`config.mk`:
```
export PLATFORM = sky130hd
export DESIGN_NAME = epg_regs
export DESIGN_NICKNAME = d
export VERILOG_FILES = /design/src/inc/epg_pkg.sv /design/src/hw/epg_regs.sv
export SDC_FILE = /design/constraint.sdc
export NUM_CORES = 1
export LEC_CHECK = 0
export BUFFER_PORTS_ARGS = -buffer_cell sky130_fd_sc_hd__buf_4
export CAP_MARGIN = 20
export CORE_MARGIN = 1
export CORE_UTILIZATION = 56
export CTS_BUF_LIST = sky130_fd_sc_hd__clkbuf_8
export CTS_CLUSTER_SIZE = 25
export DETAILED_ROUTE_END_ITERATION = 10
export MAX_ROUTING_LAYER = met4
export PLACE_DENSITY = 0.88
export SLEW_MARGIN = 40
export SYNTH_ARGS = -nofsm -noshare
export SYNTH_HDL_FRONTEND = slang
export SYNTH_SLANG_ARGS = --single-unit
```
`constraint.sdc`:
```
create_clock -name sys_clk -period 10 [get_ports sys_clk]
set_input_delay 0.5 -clock sys_clk [delete_from_list [all_inputs] [get_ports sys_clk]]
set_output_delay 0.5 -clock sys_clk [all_outputs]
set_load 0.05 [all_outputs]
```
`src/inc/epg_pkg.sv`:
```
`default_nettype none
package epg_pkg;
	localparam int ADDR_W = 12;
	localparam logic [11:0] OFS_PE_EN_LO = 12'h000;
	localparam logic [11:0] OFS_PE_EN_HI = 12'h004;
	localparam logic [11:0] OFS_MODE_ENTRY = 12'h008;
	localparam logic [11:0] OFS_BC_CTRL = 12'h00c;
	localparam logic [11:0] OFS_BC_RESULT = 12'h010;
	localparam logic [11:0] OFS_MAT_SEL = 12'h014;
	localparam logic [7:0] KEY_PE_EN_LO = 8'h1e;
	localparam logic [7:0] KEY_PE_EN_HI = 8'he1;
	localparam logic [7:0] KEY_MODE_ENTRY = 8'haa;
	localparam logic [7:0] KEY_MAT_SEL = 8'hb3;
	localparam int KEY_POS = 8;
	localparam int EEPROM_PE_SELECT_POS = 7;
	localparam int BC_OFFSET_LSB = 3;
	localparam int BC_OFFSET_MSB = 12;
	localparam int BC_SIZE_POS = 0;
	localparam int BC_SHIFT = 3;
	localparam int NOT_BLANK_POS = 0;
	localparam int INFO_SEL_POS = 0;
	localparam logic [7:0] RST_BYTE = 8'h00;
	localparam logic [9:0] RST_BC_OFFSET = 10'h000;
	localparam logic [7:0] MODE_IDLE = 8'h00;
	localparam logic [7:0] MODE_ROM_0 = 8'h01;
	localparam logic [7:0] MODE_ROM_1 = 8'h02;
	localparam logic [7:0] MODE_ROM_2 = 8'h04;
	localparam logic [7:0] MODE_ROM_3 = 8'h08;
	localparam logic [7:0] MODE_ROM_4 = 8'h10;
	localparam logic [7:0] MODE_ROM_5 = 8'h20;
	localparam logic [7:0] MODE_EEPROM = 8'h80;

	typedef struct packed {
		logic psel;
		logic penable;
		logic pwrite;
		logic [ADDR_W-1:0] paddr;
		logic [31:0] pwdata;
		logic [3:0] pstrb;
	} epg_apb_req_s;

	typedef struct packed {
		logic valid;
		logic isPe;
		logic [3:0] block;
		logic [31:0] blockBase;
	} epg_cmd_s;
endpackage
`default_nettype wire

```
`src/hw/epg_regs.sv`:
```
// Implementation choices: the APB register port and the register offsets.
`default_nettype none
module epg_regs (
	input wire logic sys_clk,
	input wire logic sys_rst,
	input wire epg_pkg::epg_apb_req_s apbReq,
	output logic [31:0] prdata,
	output logic pready,
	output logic pslverr,
	input wire logic romEnabledPin,
	input wire logic standbyPin,
	input wire logic controllerReadyFlag,
	input wire logic controllerSoftReset,
	input wire logic blankCheckDone,
	input wire logic blankCheckNotBlank,
	input wire epg_pkg::epg_cmd_s peCmd,
	output logic [15:0] blockPeAllow,
	output logic eepromPeSelect,
	output logic [6:0] romPeSelect,
	output logic illegalCommandError,
	output logic commandLocked,
	output logic blankCheckSize,
	output logic [31:0] blankCheckStart,
	output logic infoAreaSelect,
	output logic peGrant,
	output logic peProtectError
);
	import epg_pkg::*;

	logic [2:0] romSync;
	logic [2:0] stbySync;
	logic romEnabled;
	logic standby;
	logic [7:0] peEnLo;
	logic [7:0] peEnHi;
	logic [7:0] modeEntry;
	logic [9:0] bcOffset;
	logic blank_check_size;
	logic notBlank;
	logic infoSel;
	logic accessCycle;
	logic completeCycle;
	logic wrStrobe;
	logic wordWrite;
	logic byteWrite;
	logic [7:0] keyByte;
	logic [7:0] dataByte;
	logic modeEnabled;
	logic mapped;
	logic [31:0] next_prdata;

	function automatic logic isHit(input logic [ADDR_W-1:0] a, input logic [11:0] ofs);
		isHit = (a == ofs);
	endfunction

	function automatic logic modeLegal(input logic [7:0] v);
		modeLegal = (v == MODE_IDLE) || (v == MODE_ROM_0) || (v == MODE_ROM_1) ||
			(v == MODE_ROM_2) || (v == MODE_ROM_3) || (v == MODE_ROM_4) ||
			(v == MODE_ROM_5) || (v == MODE_EEPROM);
	endfunction

	// Pin levels pass three flops; the filtered level moves only when stages two and three agree.
	always_ff @(posedge sys_clk or posedge sys_rst) begin
		if (sys_rst) begin
			romSync <= 3'h0;
			stbySync <= 3'h0;
			romEnabled <= 1'b0;
			standby <= 1'b0;
		end else begin
			romSync <= {romSync[1:0], romEnabledPin};
			stbySync <= {stbySync[1:0], standbyPin};
			if (romSync[1] == romSync[2]) begin
				romEnabled <= romSync[2];
			end
			if (stbySync[1] == stbySync[2]) begin
				standby <= stbySync[2];
			end
		end
	end

	assign accessCycle = apbReq.psel && apbReq.penable && !pready;
	// Writes land at the edge where the master sees pready high, never earlier.
	assign completeCycle = apbReq.psel && apbReq.penable && pready;
	assign wrStrobe = completeCycle && apbReq.pwrite && romEnabled;
	assign wordWrite = wrStrobe && (apbReq.pstrb[1:0] == 2'h3);
	assign byteWrite = wrStrobe && (apbReq.pstrb[1:0] != 2'h3);
	assign keyByte = apbReq.pwdata[15:8];
	assign dataByte = apbReq.pwdata[7:0];
	assign modeEnabled = wordWrite && controllerReadyFlag && (keyByte == KEY_MODE_ENTRY);
	assign mapped = isHit(apbReq.paddr, OFS_PE_EN_LO) || isHit(apbReq.paddr, OFS_PE_EN_HI) ||
		isHit(apbReq.paddr, OFS_MODE_ENTRY) || isHit(apbReq.paddr, OFS_BC_CTRL) ||
		isHit(apbReq.paddr, OFS_BC_RESULT) || isHit(apbReq.paddr, OFS_MAT_SEL);

	// Block enables: key-checked word writes only; a byte write cannot carry a key.
	always_ff @(posedge sys_clk or posedge sys_rst) begin
		if (sys_rst) begin
			peEnLo <= RST_BYTE;
			peEnHi <= RST_BYTE;
		end else if (standby) begin
			peEnLo <= RST_BYTE;
			peEnHi <= RST_BYTE;
		end else begin
			if (wordWrite && isHit(apbReq.paddr, OFS_PE_EN_LO) && keyByte == KEY_PE_EN_LO) begin
				peEnLo <= dataByte;
			end
			if (wordWrite && isHit(apbReq.paddr, OFS_PE_EN_HI) && keyByte == KEY_PE_EN_HI) begin
				peEnHi <= dataByte;
			end
		end
	end

	// MAT select.
	always_ff @(posedge sys_clk or posedge sys_rst) begin
		if (sys_rst) begin
			infoSel <= 1'b0;
		end else if (standby) begin
			infoSel <= 1'b0;
		end else if (wordWrite && isHit(apbReq.paddr, OFS_MAT_SEL) && keyByte == KEY_MAT_SEL) begin
			infoSel <= dataByte[INFO_SEL_POS];
		end
	end

	// Mode entry: loads only from zero; any other write that reaches it drops it to zero, except a keyed word write with controllerReadyFlag low, which leaves it.
	always_ff @(posedge sys_clk or posedge sys_rst) begin
		if (sys_rst) begin
			modeEntry <= MODE_IDLE;
		end else if (standby || controllerSoftReset) begin
			modeEntry <= MODE_IDLE;
		end else if (isHit(apbReq.paddr, OFS_MODE_ENTRY)) begin
			if (byteWrite) begin
				modeEntry <= MODE_IDLE;
			end else if (wordWrite && keyByte != KEY_MODE_ENTRY) begin
				modeEntry <= MODE_IDLE;
			end else if (modeEnabled && modeEntry != MODE_IDLE) begin
				modeEntry <= MODE_IDLE;
			end else if (modeEnabled) begin
				modeEntry <= dataByte;
			end
		end
	end

	// Blank-check control and result; the result is set only by the command unit.
	always_ff @(posedge sys_clk or posedge sys_rst) begin
		if (sys_rst) begin
			bcOffset <= RST_BC_OFFSET;
			blank_check_size <= 1'b0;
			notBlank <= 1'b0;
		end else if (standby || controllerSoftReset) begin
			bcOffset <= RST_BC_OFFSET;
			blank_check_size <= 1'b0;
			notBlank <= 1'b0;
		end else begin
			if (wrStrobe && isHit(apbReq.paddr, OFS_BC_CTRL)) begin
				if (apbReq.pstrb[1]) begin
					bcOffset[9:5] <= apbReq.pwdata[BC_OFFSET_MSB:8];
				end
				if (apbReq.pstrb[0]) begin
					bcOffset[4:0] <= apbReq.pwdata[7:BC_OFFSET_LSB];
					blank_check_size <= apbReq.pwdata[BC_SIZE_POS];
				end
			end
			if (blankCheckDone) begin
				notBlank <= blankCheckNotBlank;
			end
		end
	end

	// Register-driven status toward the controller.
	always_ff @(posedge sys_clk or posedge sys_rst) begin
		if (sys_rst) begin
			blockPeAllow <= 16'h0000;
			eepromPeSelect <= 1'b0;
			romPeSelect <= 7'h00;
			illegalCommandError <= 1'b0;
			commandLocked <= 1'b0;
			blankCheckSize <= 1'b0;
			blankCheckStart <= 32'h0000_0000;
			infoAreaSelect <= 1'b0;
		end else begin
			blockPeAllow <= {peEnHi, peEnLo};
			eepromPeSelect <= modeEntry[EEPROM_PE_SELECT_POS];
			romPeSelect <= modeEntry[6:0];
			illegalCommandError <= !modeLegal(modeEntry);
			commandLocked <= !modeLegal(modeEntry);
			blankCheckSize <= blank_check_size;
			blankCheckStart <= peCmd.blockBase + {19'h0, bcOffset, 3'h0};
			infoAreaSelect <= infoSel;
		end
	end

	// Program/erase commands are checked against the block enables; only the grant also checks the MAT choice (infoSel low).
	always_ff @(posedge sys_clk or posedge sys_rst) begin
		if (sys_rst) begin
			peGrant <= 1'b0;
			peProtectError <= 1'b0;
		end else begin
			peGrant <= peCmd.valid && peCmd.isPe && !infoSel && blockPeAllow[peCmd.block];
			peProtectError <= peCmd.valid && peCmd.isPe && !blockPeAllow[peCmd.block];
		end
	end

	always_comb begin
		next_prdata = 32'h0000_0000;
		if (romEnabled) begin
			if (isHit(apbReq.paddr, OFS_PE_EN_LO)) begin
				next_prdata[7:0] = peEnLo;
			end else if (isHit(apbReq.paddr, OFS_PE_EN_HI)) begin
				next_prdata[7:0] = peEnHi;
			end else if (isHit(apbReq.paddr, OFS_MODE_ENTRY)) begin
				next_prdata[7:0] = modeEntry;
			end else if (isHit(apbReq.paddr, OFS_BC_CTRL)) begin
				next_prdata[BC_OFFSET_MSB:BC_OFFSET_LSB] = bcOffset;
				next_prdata[BC_SIZE_POS] = blank_check_size;
			end else if (isHit(apbReq.paddr, OFS_BC_RESULT)) begin
				next_prdata[NOT_BLANK_POS] = notBlank;
			end else if (isHit(apbReq.paddr, OFS_MAT_SEL)) begin
				next_prdata[INFO_SEL_POS] = infoSel;
			end
		end
	end

	// One wait state: the answer is registered in the first access cycle.
	always_ff @(posedge sys_clk or posedge sys_rst) begin
		if (sys_rst) begin
			pready <= 1'b0;
			pslverr <= 1'b0;
			prdata <= 32'h0000_0000;
		end else begin
			pready <= accessCycle;
			pslverr <= accessCycle && !mapped;
			if (accessCycle && !apbReq.pwrite) begin
				prdata <= next_prdata;
			end
		end
	end
endmodule
`default_nettype wire

```
Word level (Yosys, flattened, before mapping) --
Index checks and enable logic that the tools add are counted.
Cells by class: add/sub/neg operators 1, magnitude comparators 1, equality and inequality tests 21, multiplexer cells 36, reductions and logical operators 58
Operator list (count):
- 8-bit 2-to-1 mux | 12
- 32-bit by 13-bit adder with 32-bit output | 1
- 8-bit equality test (second input constant) | 4
- 10-bit 2-to-1 mux | 3
- 5-bit 2-to-1 mux | 6
- 12-bit by 4-bit equality test with 1-bit output (second input constant) | 2
- 12-bit by 5-bit equality test with 1-bit output (second input constant) | 2
- 1-bit logical AND | 24
- 8-bit by 5-bit equality test with 1-bit output (second input constant) | 2
- 2-bit nonzero test | 8
- 1-bit logical OR | 13
- 13-bit 2-to-1 mux | 1
- 12-bit by 3-bit equality test with 1-bit output (second input constant) | 1
- 12-bit logical NOT | 1
- 1-bit 2-to-1 mux | 12
- 8-bit by 1-bit equality test with 1-bit output (second input constant) | 1
- 8-bit by 2-bit equality test with 1-bit output (second input constant) | 1
- 8-bit by 3-bit equality test with 1-bit output (second input constant) | 1
- 8-bit by 4-bit equality test with 1-bit output (second input constant) | 1
- 8-bit by 6-bit equality test with 1-bit output (second input constant) | 1
- 8-bit logical NOT | 1
- 8-bit inequality test (second input constant) | 1
- 8-bit nonzero test | 1
- 1-bit logical NOT | 6
- other kinds (8) | 11
Storage, ports and cells: register bits after elaboration 121, bits of input ports 97, word-level logic and storage cells 141

Longest topological paths before layout --
depth after elaboration 13, mapped depth 8, mapped depth without buffers 8

Worst setup path before layout --
No wires, ideal clock.
path type input-to-reg, start input port peCmd[12] in the netlist's numbering, end register blankCheckStart[29], setup time 0.138 ns, arrival time 2.161 ns, required time 9.862 ns, slack 7.701 ns, stages on the path 6, path buffers 0, path through ha_1 > a211o_1 > a2111o_1 > o21ai_1 > nor4_1 > xor2_1
On the way: cells in the longest elaborated chain, start to end 1
RTL lines:
- start: declaration | RTL line epg_regs.sv:16 | input wire epg_pkg::epg_cmd_s peCmd,
- 32-bit by 13-bit adder with 32-bit output | RTL line epg_regs.sv:186 | blankCheckStart <= peCmd.blockBase + {19'h0, bcOffset, 3'h0};
- end signal: assignment | RTL line epg_regs.sv:186
- end: declaration | RTL line epg_regs.sv:23 | output logic [31:0] blankCheckStart,
Every way passes these cells. A chain may end at the register's enable or synchronous reset.

Worst setup path in the final report --
start register bcOffset[0], end register blankCheckStart[25]
On the way: cells in the longest elaborated chain, start to end 1
RTL lines:
- start: declaration | RTL line epg_regs.sv:37 | logic [9:0] bcOffset;
- start signal: assignment | RTL line epg_regs.sv:158 | bcOffset[4:0] <= apbReq.pwdata[7:BC_OFFSET_LSB];
- 32-bit by 13-bit adder with 32-bit output | RTL line epg_regs.sv:186
Every way passes these cells.

==> metrics.txt <==
# TYPE chip_impl_metric gauge
chip_impl_info{name="run_status",value="complete, no violations"} 1
chip_impl_metric{name="worst_skew_pair.late_latency",unit="ns"} 0.43
chip_impl_metric{name="worst_ir_drop_vdd",unit="µV"} 99.32
chip_impl_metric{name="clock_tree_buf_depth",unit=""} 2
chip_impl_metric{name="post_synthesis_compound_gate_area_fraction",unit=""} 0.08988
chip_impl_metric{name="post_route_cells_drive_above_1_share",unit=""} 0.3251
chip_impl_metric{name="max_freq",unit="GHz"} 0.4130
chip_impl_info{name="count_leader_synth",value="sky130_fd_sc_hd__dfrtp_1"} 1
chip_impl_metric{name="finalSetupTns",unit="ns"} 0
chip_impl_metric{name="cts.repair.resized",unit=""} 0
chip_impl_metric{name="std_cell_rows",unit=""} 35
chip_impl_metric{name="critical_path_peak_fanout",unit=""} 10
chip_impl_metric{name="core",unit="µm²"} 9328
chip_impl_info{name="worstSetupEndpointType",value="flop"} 1
chip_impl_metric{name="fp.dieH",unit="µm"} 100.5
chip_impl_info{name="synth_top_flop_cell",value="sky130_fd_sc_hd__dfrtp_1"} 1
chip_impl_metric{name="final_hold_viol_count",unit=""} 0
chip_impl_metric{name="post-cts-setup-buffer-count",unit=""} 0
chip_impl_metric{name="drt-initial-drc-count",unit=""} 235
chip_impl_metric{name="mapped_avg_cell_area",unit="µm²"} 11.60
chip_impl_metric{name="synth_sequential_area_ratio",unit=""} 0.5577
chip_impl_metric{name="die_width",unit="µm"} 100.5
chip_impl_info{name="commonest_cells_in_the_synthesized_netlist",value="sky130_fd_sc_hd__dfrtp_1, sky130_fd_sc_hd__nor2_1, sky130_fd_sc_hd__mux2i_1"} 1
chip_impl_info{name="hold_class",value="input port to async pin"} 1
chip_impl_metric{name="ioPinCount",unit=""} 193
chip_impl_metric{name="grt_overflow",unit=""} 0
chip_impl_info{name="crit_path_start",value="bcOffset[0]$_DFFE_PP0P_"} 1
chip_impl_metric{name="grt.total_usage",unit=""} 0.2972
chip_impl_metric{name="dr.pass1.iters",unit=""} 4
chip_impl_metric{name="post_synth_num_cell_types",unit=""} 54
chip_impl_metric{name="place.port_buffers",unit=""} 155
chip_impl_metric{name="worst-r2r-cell-count",unit=""} 8
chip_impl_metric{name="synth-warning-count",unit=""} 0
chip_impl_metric{name="internal_power",unit="µW"} 739.3
chip_impl_info{name="rsz0062_at_grt",value="false"} 1
chip_impl_metric{name="routed-via-count",unit=""} 4426
chip_impl_metric{name="timing.final.setup_violations",unit=""} 0
chip_impl_info{name="clk_root_buffer_cell",value="sky130_fd_sc_hd__clkbuf_8"} 1
chip_impl_metric{name="power_frac_seq",unit=""} 0.485
chip_impl_metric{name="synth_xor_xnor_area_share",unit=""} 0.04195
chip_impl_info{name="synth_largest_area_cell",value="sky130_fd_sc_hd__dfrtp_1"} 1
chip_impl_metric{name="nets",unit=""} 741
chip_impl_metric{name="post_synth_instance_area",unit="µm²"} 5429
chip_impl_info{name="startpoint_type",value="flop"} 1
chip_impl_metric{name="synth_fa_ha_area_frac",unit=""} 0.03227
chip_impl_metric{name="clkSinkCount",unit=""} 121
chip_impl_metric{name="period_share",unit=""} 0.2421
chip_impl_metric{name="cp_arrival",unit="ns"} 2.78
chip_impl_metric{name="drt-wirelength-per-cell",unit="µm"} 18.01
chip_impl_metric{name="ys_ff_latch",unit=""} 121
chip_impl_metric{name="dp_hpwl",unit="µm"} 10180
chip_impl_info{name="critical_path.top_delay_family",value="adder cells"} 1
chip_impl_metric{name="fillCellCount",unit=""} 627
chip_impl_metric{name="drcViolationCount",unit=""} 0
chip_impl_metric{name="fin_skew",unit="ns"} 0.01248
chip_impl_metric{name="grt_pass1_vias",unit=""} 4488
chip_impl_metric{name="yosys-mux-area-fraction",unit=""} 0.08320
chip_impl_metric{name="post-synth-top-area-fraction",unit=""} 0.5577
chip_impl_metric{name="synth_cells",unit=""} 468
chip_impl_metric{name="cts.hold.buffers_added",unit=""} 0
chip_impl_metric{name="drv_cap",unit=""} 0
chip_impl_metric{name="clk_network_pwr_share",unit=""} 0.395
chip_impl_metric{name="insertedDiodeCount",unit=""} 0
chip_impl_metric{name="power.net_switching",unit="µW"} 300.8
chip_impl_metric{name="globalplace.congestion",unit=""} 0.8520
chip_impl_info{name="synth.top_cells.by_area",value="sky130_fd_sc_hd__dfrtp_1, sky130_fd_sc_hd__mux2i_1, sky130_fd_sc_hd__nor2_1"} 1
chip_impl_metric{name="power.leakage",unit="µW"} 0.003540
chip_impl_metric{name="max_stage_delay",unit="ns"} 0.43
chip_impl_metric{name="avgViaCountPerCell",unit=""} 5.711
chip_impl_info{name="regToRegStartpoint",value="bcOffset[0]$_DFFE_PP0P_"} 1
chip_impl_info{name="critical_path.cell_chain",value="ha_1 > inv_1 > fa_1 > nand2b_1 > a21oi_1 > o21ai_2 > nor4_1 > xor2_1"} 1
chip_impl_metric{name="power_density",unit="nW/µm²"} 147.7
chip_impl_metric{name="worstPathBufferInverterCount",unit=""} 1
chip_impl_metric{name="worst_setup_hold_path_clk_slew",unit="ns"} 0.08
chip_impl_metric{name="grt_pass1_wl",unit="µm"} 22010
chip_impl_metric{name="min_tclk_post_route",unit="ns"} 2.421
chip_impl_metric{name="drt_wl_total",unit="µm"} 13960
chip_impl_info{name="critPathSlowestCell",value="sky130_fd_sc_hd__dfrtp_1"} 1
chip_impl_metric{name="worstMarginPinSlew",unit="ns"} 0.8811
chip_impl_metric{name="synth_simple_gate_area_frac",unit=""} 0.1535
chip_impl_metric{name="start_util",unit=""} 0.5820
chip_impl_metric{name="grt_antenna_before_repair",unit=""} 0
chip_impl_info{name="regToRegEndpoint",value="blankCheckStart[25]$_DFF_PP0_"} 1
chip_impl_metric{name="asyncSetResetFlopFracSynth",unit=""} 1.000
chip_impl_metric{name="rrSetupSlack",unit="ns"} 7.58
chip_impl_metric{name="full_die_area",unit="µm²"} 10090
chip_impl_metric{name="route.antenna.remaining_nets",unit=""} 0
chip_impl_metric{name="timing.final.max_slew_violations",unit=""} 0
chip_impl_metric{name="cts_inserted_buffers",unit=""} 17
chip_impl_metric{name="power_share_of_the_combinational_group",unit=""} 0.120
chip_impl_metric{name="timing.slew.headroom",unit=""} 0.4082
chip_impl_metric{name="area.growth.synth_to_final",unit="%"} 29.73
chip_impl_info{name="tritoncts",value="built"} 1
chip_impl_metric{name="pin_count_of_the_biggest_net_entering_global_routing",unit=""} 90
chip_impl_info{name="criticalPathCategory",value="flop to flop"} 1
chip_impl_metric{name="cts-htree-levels",unit=""} 4
chip_impl_metric{name="utilization",unit=""} 0.7551
chip_impl_metric{name="cp_data_required_time",unit="ns"} 10.36
chip_impl_info{name="synth_top_family_by_area",value="simple AND/OR/NAND/NOR gates"} 1
chip_impl_metric{name="post_synth_edffs",unit=""} 0
chip_impl_metric{name="power.share.switching",unit=""} 0.2892
state kept, by name, indices dropped and copies added, names as in the netlist, 3 cells and up:
name             cells
prdata              13
modeEntry            8
peEnLo               8
blockPeAllow        16
bcOffset            10
romSync              3
stbySync             3
peEnHi               8
blankCheckStart     32
romPeSelect          7
logic make-up (layout without fill, tap and decap cells):
family	after synthesis	in the layout
fa+ha+maj	14	14
buf+inv	39	199
compound gates	72	72
xor+xnor	26	26
other cells	1	19
flops	121	121
simple gates	155	155
mux	40	40
cell type report:
class	count	area [µm²]	share of cell area
clock inverters	15	140.1	0.01990
multi-input cells	326	2258	0.3207
well taps	129	161.4	0.02292
repair buffers	156	1177	0.1672
flip-flops and latches	121	3028	0.4299
inverters	11	43.79	0.006218
clock buffers	17	234.0	0.03322
how the worst max path moves through the flow:
stage                                    endpoint  slack [ns]  depth (start not counted)
floorplan                 bcOffset[0]$_DFFE_PP0P_        6.29                          1
global placement    blankCheckStart[28]$_DFF_PP0_        7.29                          7
detailed placement  blankCheckStart[25]$_DFF_PP0_        7.26                          7
CTS                 blankCheckStart[25]$_DFF_PP0_        7.46                          6
global route        blankCheckStart[25]$_DFF_PP0_        7.37                          8
finish              blankCheckStart[25]$_DFF_PP0_        7.58                          8
power by group through the flow:
stage / clock (µW) / sequential [µW] / combinational [µW]
after floorplan: 0 / 537 / 52.3
after global placement: 0 / 514 / 121
after detailed placement: 0 / 514 / 124
after CTS: 413 / 505 / 124
after global routing: 433 / 506 / 133
final: 411 / 505 / 125
cell usage in the layout, fill, tap and decap left out, types with 2 or more instances in the layout:
| cell type | Yosys | layout |
|---|---|---|
| sky130_fd_sc_hd__a211o_1 | 3 | 3 |
| sky130_fd_sc_hd__a211oi_1 | 4 | 4 |
| sky130_fd_sc_hd__a21oi_1 | 21 | 21 |
| sky130_fd_sc_hd__a22o_1 | 13 | 13 |
| sky130_fd_sc_hd__and3_1 | 3 | 3 |
| sky130_fd_sc_hd__and3b_2 | 2 | 2 |
| sky130_fd_sc_hd__buf_4 | 20 | 155 |
| sky130_fd_sc_hd__clkbuf_8 | 0 | 18 |
| sky130_fd_sc_hd__clkinv_2 | 0 | 3 |
| sky130_fd_sc_hd__clkinv_4 | 0 | 3 |
| sky130_fd_sc_hd__clkinvlp_4 | 0 | 3 |
| sky130_fd_sc_hd__conb_1 | 1 | 19 |
| sky130_fd_sc_hd__dfrtp_1 | 121 | 121 |
| sky130_fd_sc_hd__ha_1 | 10 | 10 |
| sky130_fd_sc_hd__inv_1 | 11 | 10 |
| sky130_fd_sc_hd__inv_6 | 0 | 4 |
| sky130_fd_sc_hd__maj3_1 | 3 | 3 |
| sky130_fd_sc_hd__mux2i_1 | 35 | 35 |
| sky130_fd_sc_hd__mux4_2 | 4 | 4 |
| sky130_fd_sc_hd__nand2_1 | 34 | 34 |
| sky130_fd_sc_hd__nand2b_1 | 3 | 3 |
| sky130_fd_sc_hd__nand3_1 | 13 | 13 |
| sky130_fd_sc_hd__nand4_1 | 7 | 7 |
| sky130_fd_sc_hd__nor2_1 | 53 | 53 |
| sky130_fd_sc_hd__nor2b_1 | 5 | 5 |
| sky130_fd_sc_hd__nor3_1 | 8 | 8 |
| sky130_fd_sc_hd__nor3b_1 | 2 | 2 |
| sky130_fd_sc_hd__nor4_1 | 3 | 3 |
| sky130_fd_sc_hd__nor4_4 | 4 | 4 |
| sky130_fd_sc_hd__nor4bb_1 | 3 | 3 |
| sky130_fd_sc_hd__o211ai_1 | 3 | 3 |
| sky130_fd_sc_hd__o21a_1 | 2 | 2 |
| sky130_fd_sc_hd__o21ai_0 | 9 | 9 |
| sky130_fd_sc_hd__o31ai_1 | 7 | 7 |
| sky130_fd_sc_hd__or2_2 | 2 | 2 |
| sky130_fd_sc_hd__or3_1 | 5 | 5 |
| sky130_fd_sc_hd__xnor2_1 | 8 | 8 |
| sky130_fd_sc_hd__xor2_1 | 18 | 18 |
metrics by stage:
stage          hold WS, ns  cells  area (µm²)  power (µW)  setup WS, ns
2_1_floorplan       0.3312    486        5497       589.8         6.286
3_3_place_gp        0.3334    743        6651       634.5         7.294
3_5_place_dp        0.3491    743        6663       638.4         7.261
4_1_cts            0.06520    775        7037        1042         7.460
5_1_grt            0.09161    775        7043        1072         7.369
6_report           0.06285    775        7043        1040         7.579
routing by layer:
| layer | track usage | vias up | routed length [µm] |
|---|---|---|---|
| li1 | - | 1966 | - |
| met1 | 0.3515 | 2180 | 5243 |
| met2 | 0.4900 | 233 | 7215 |
| met3 | 0.06449 | 47 | 1043 |
| met4 | 0.1360 | 0 | 453 |
| met5 | - | - | 0 |
(Power assumes the default switching activity.)
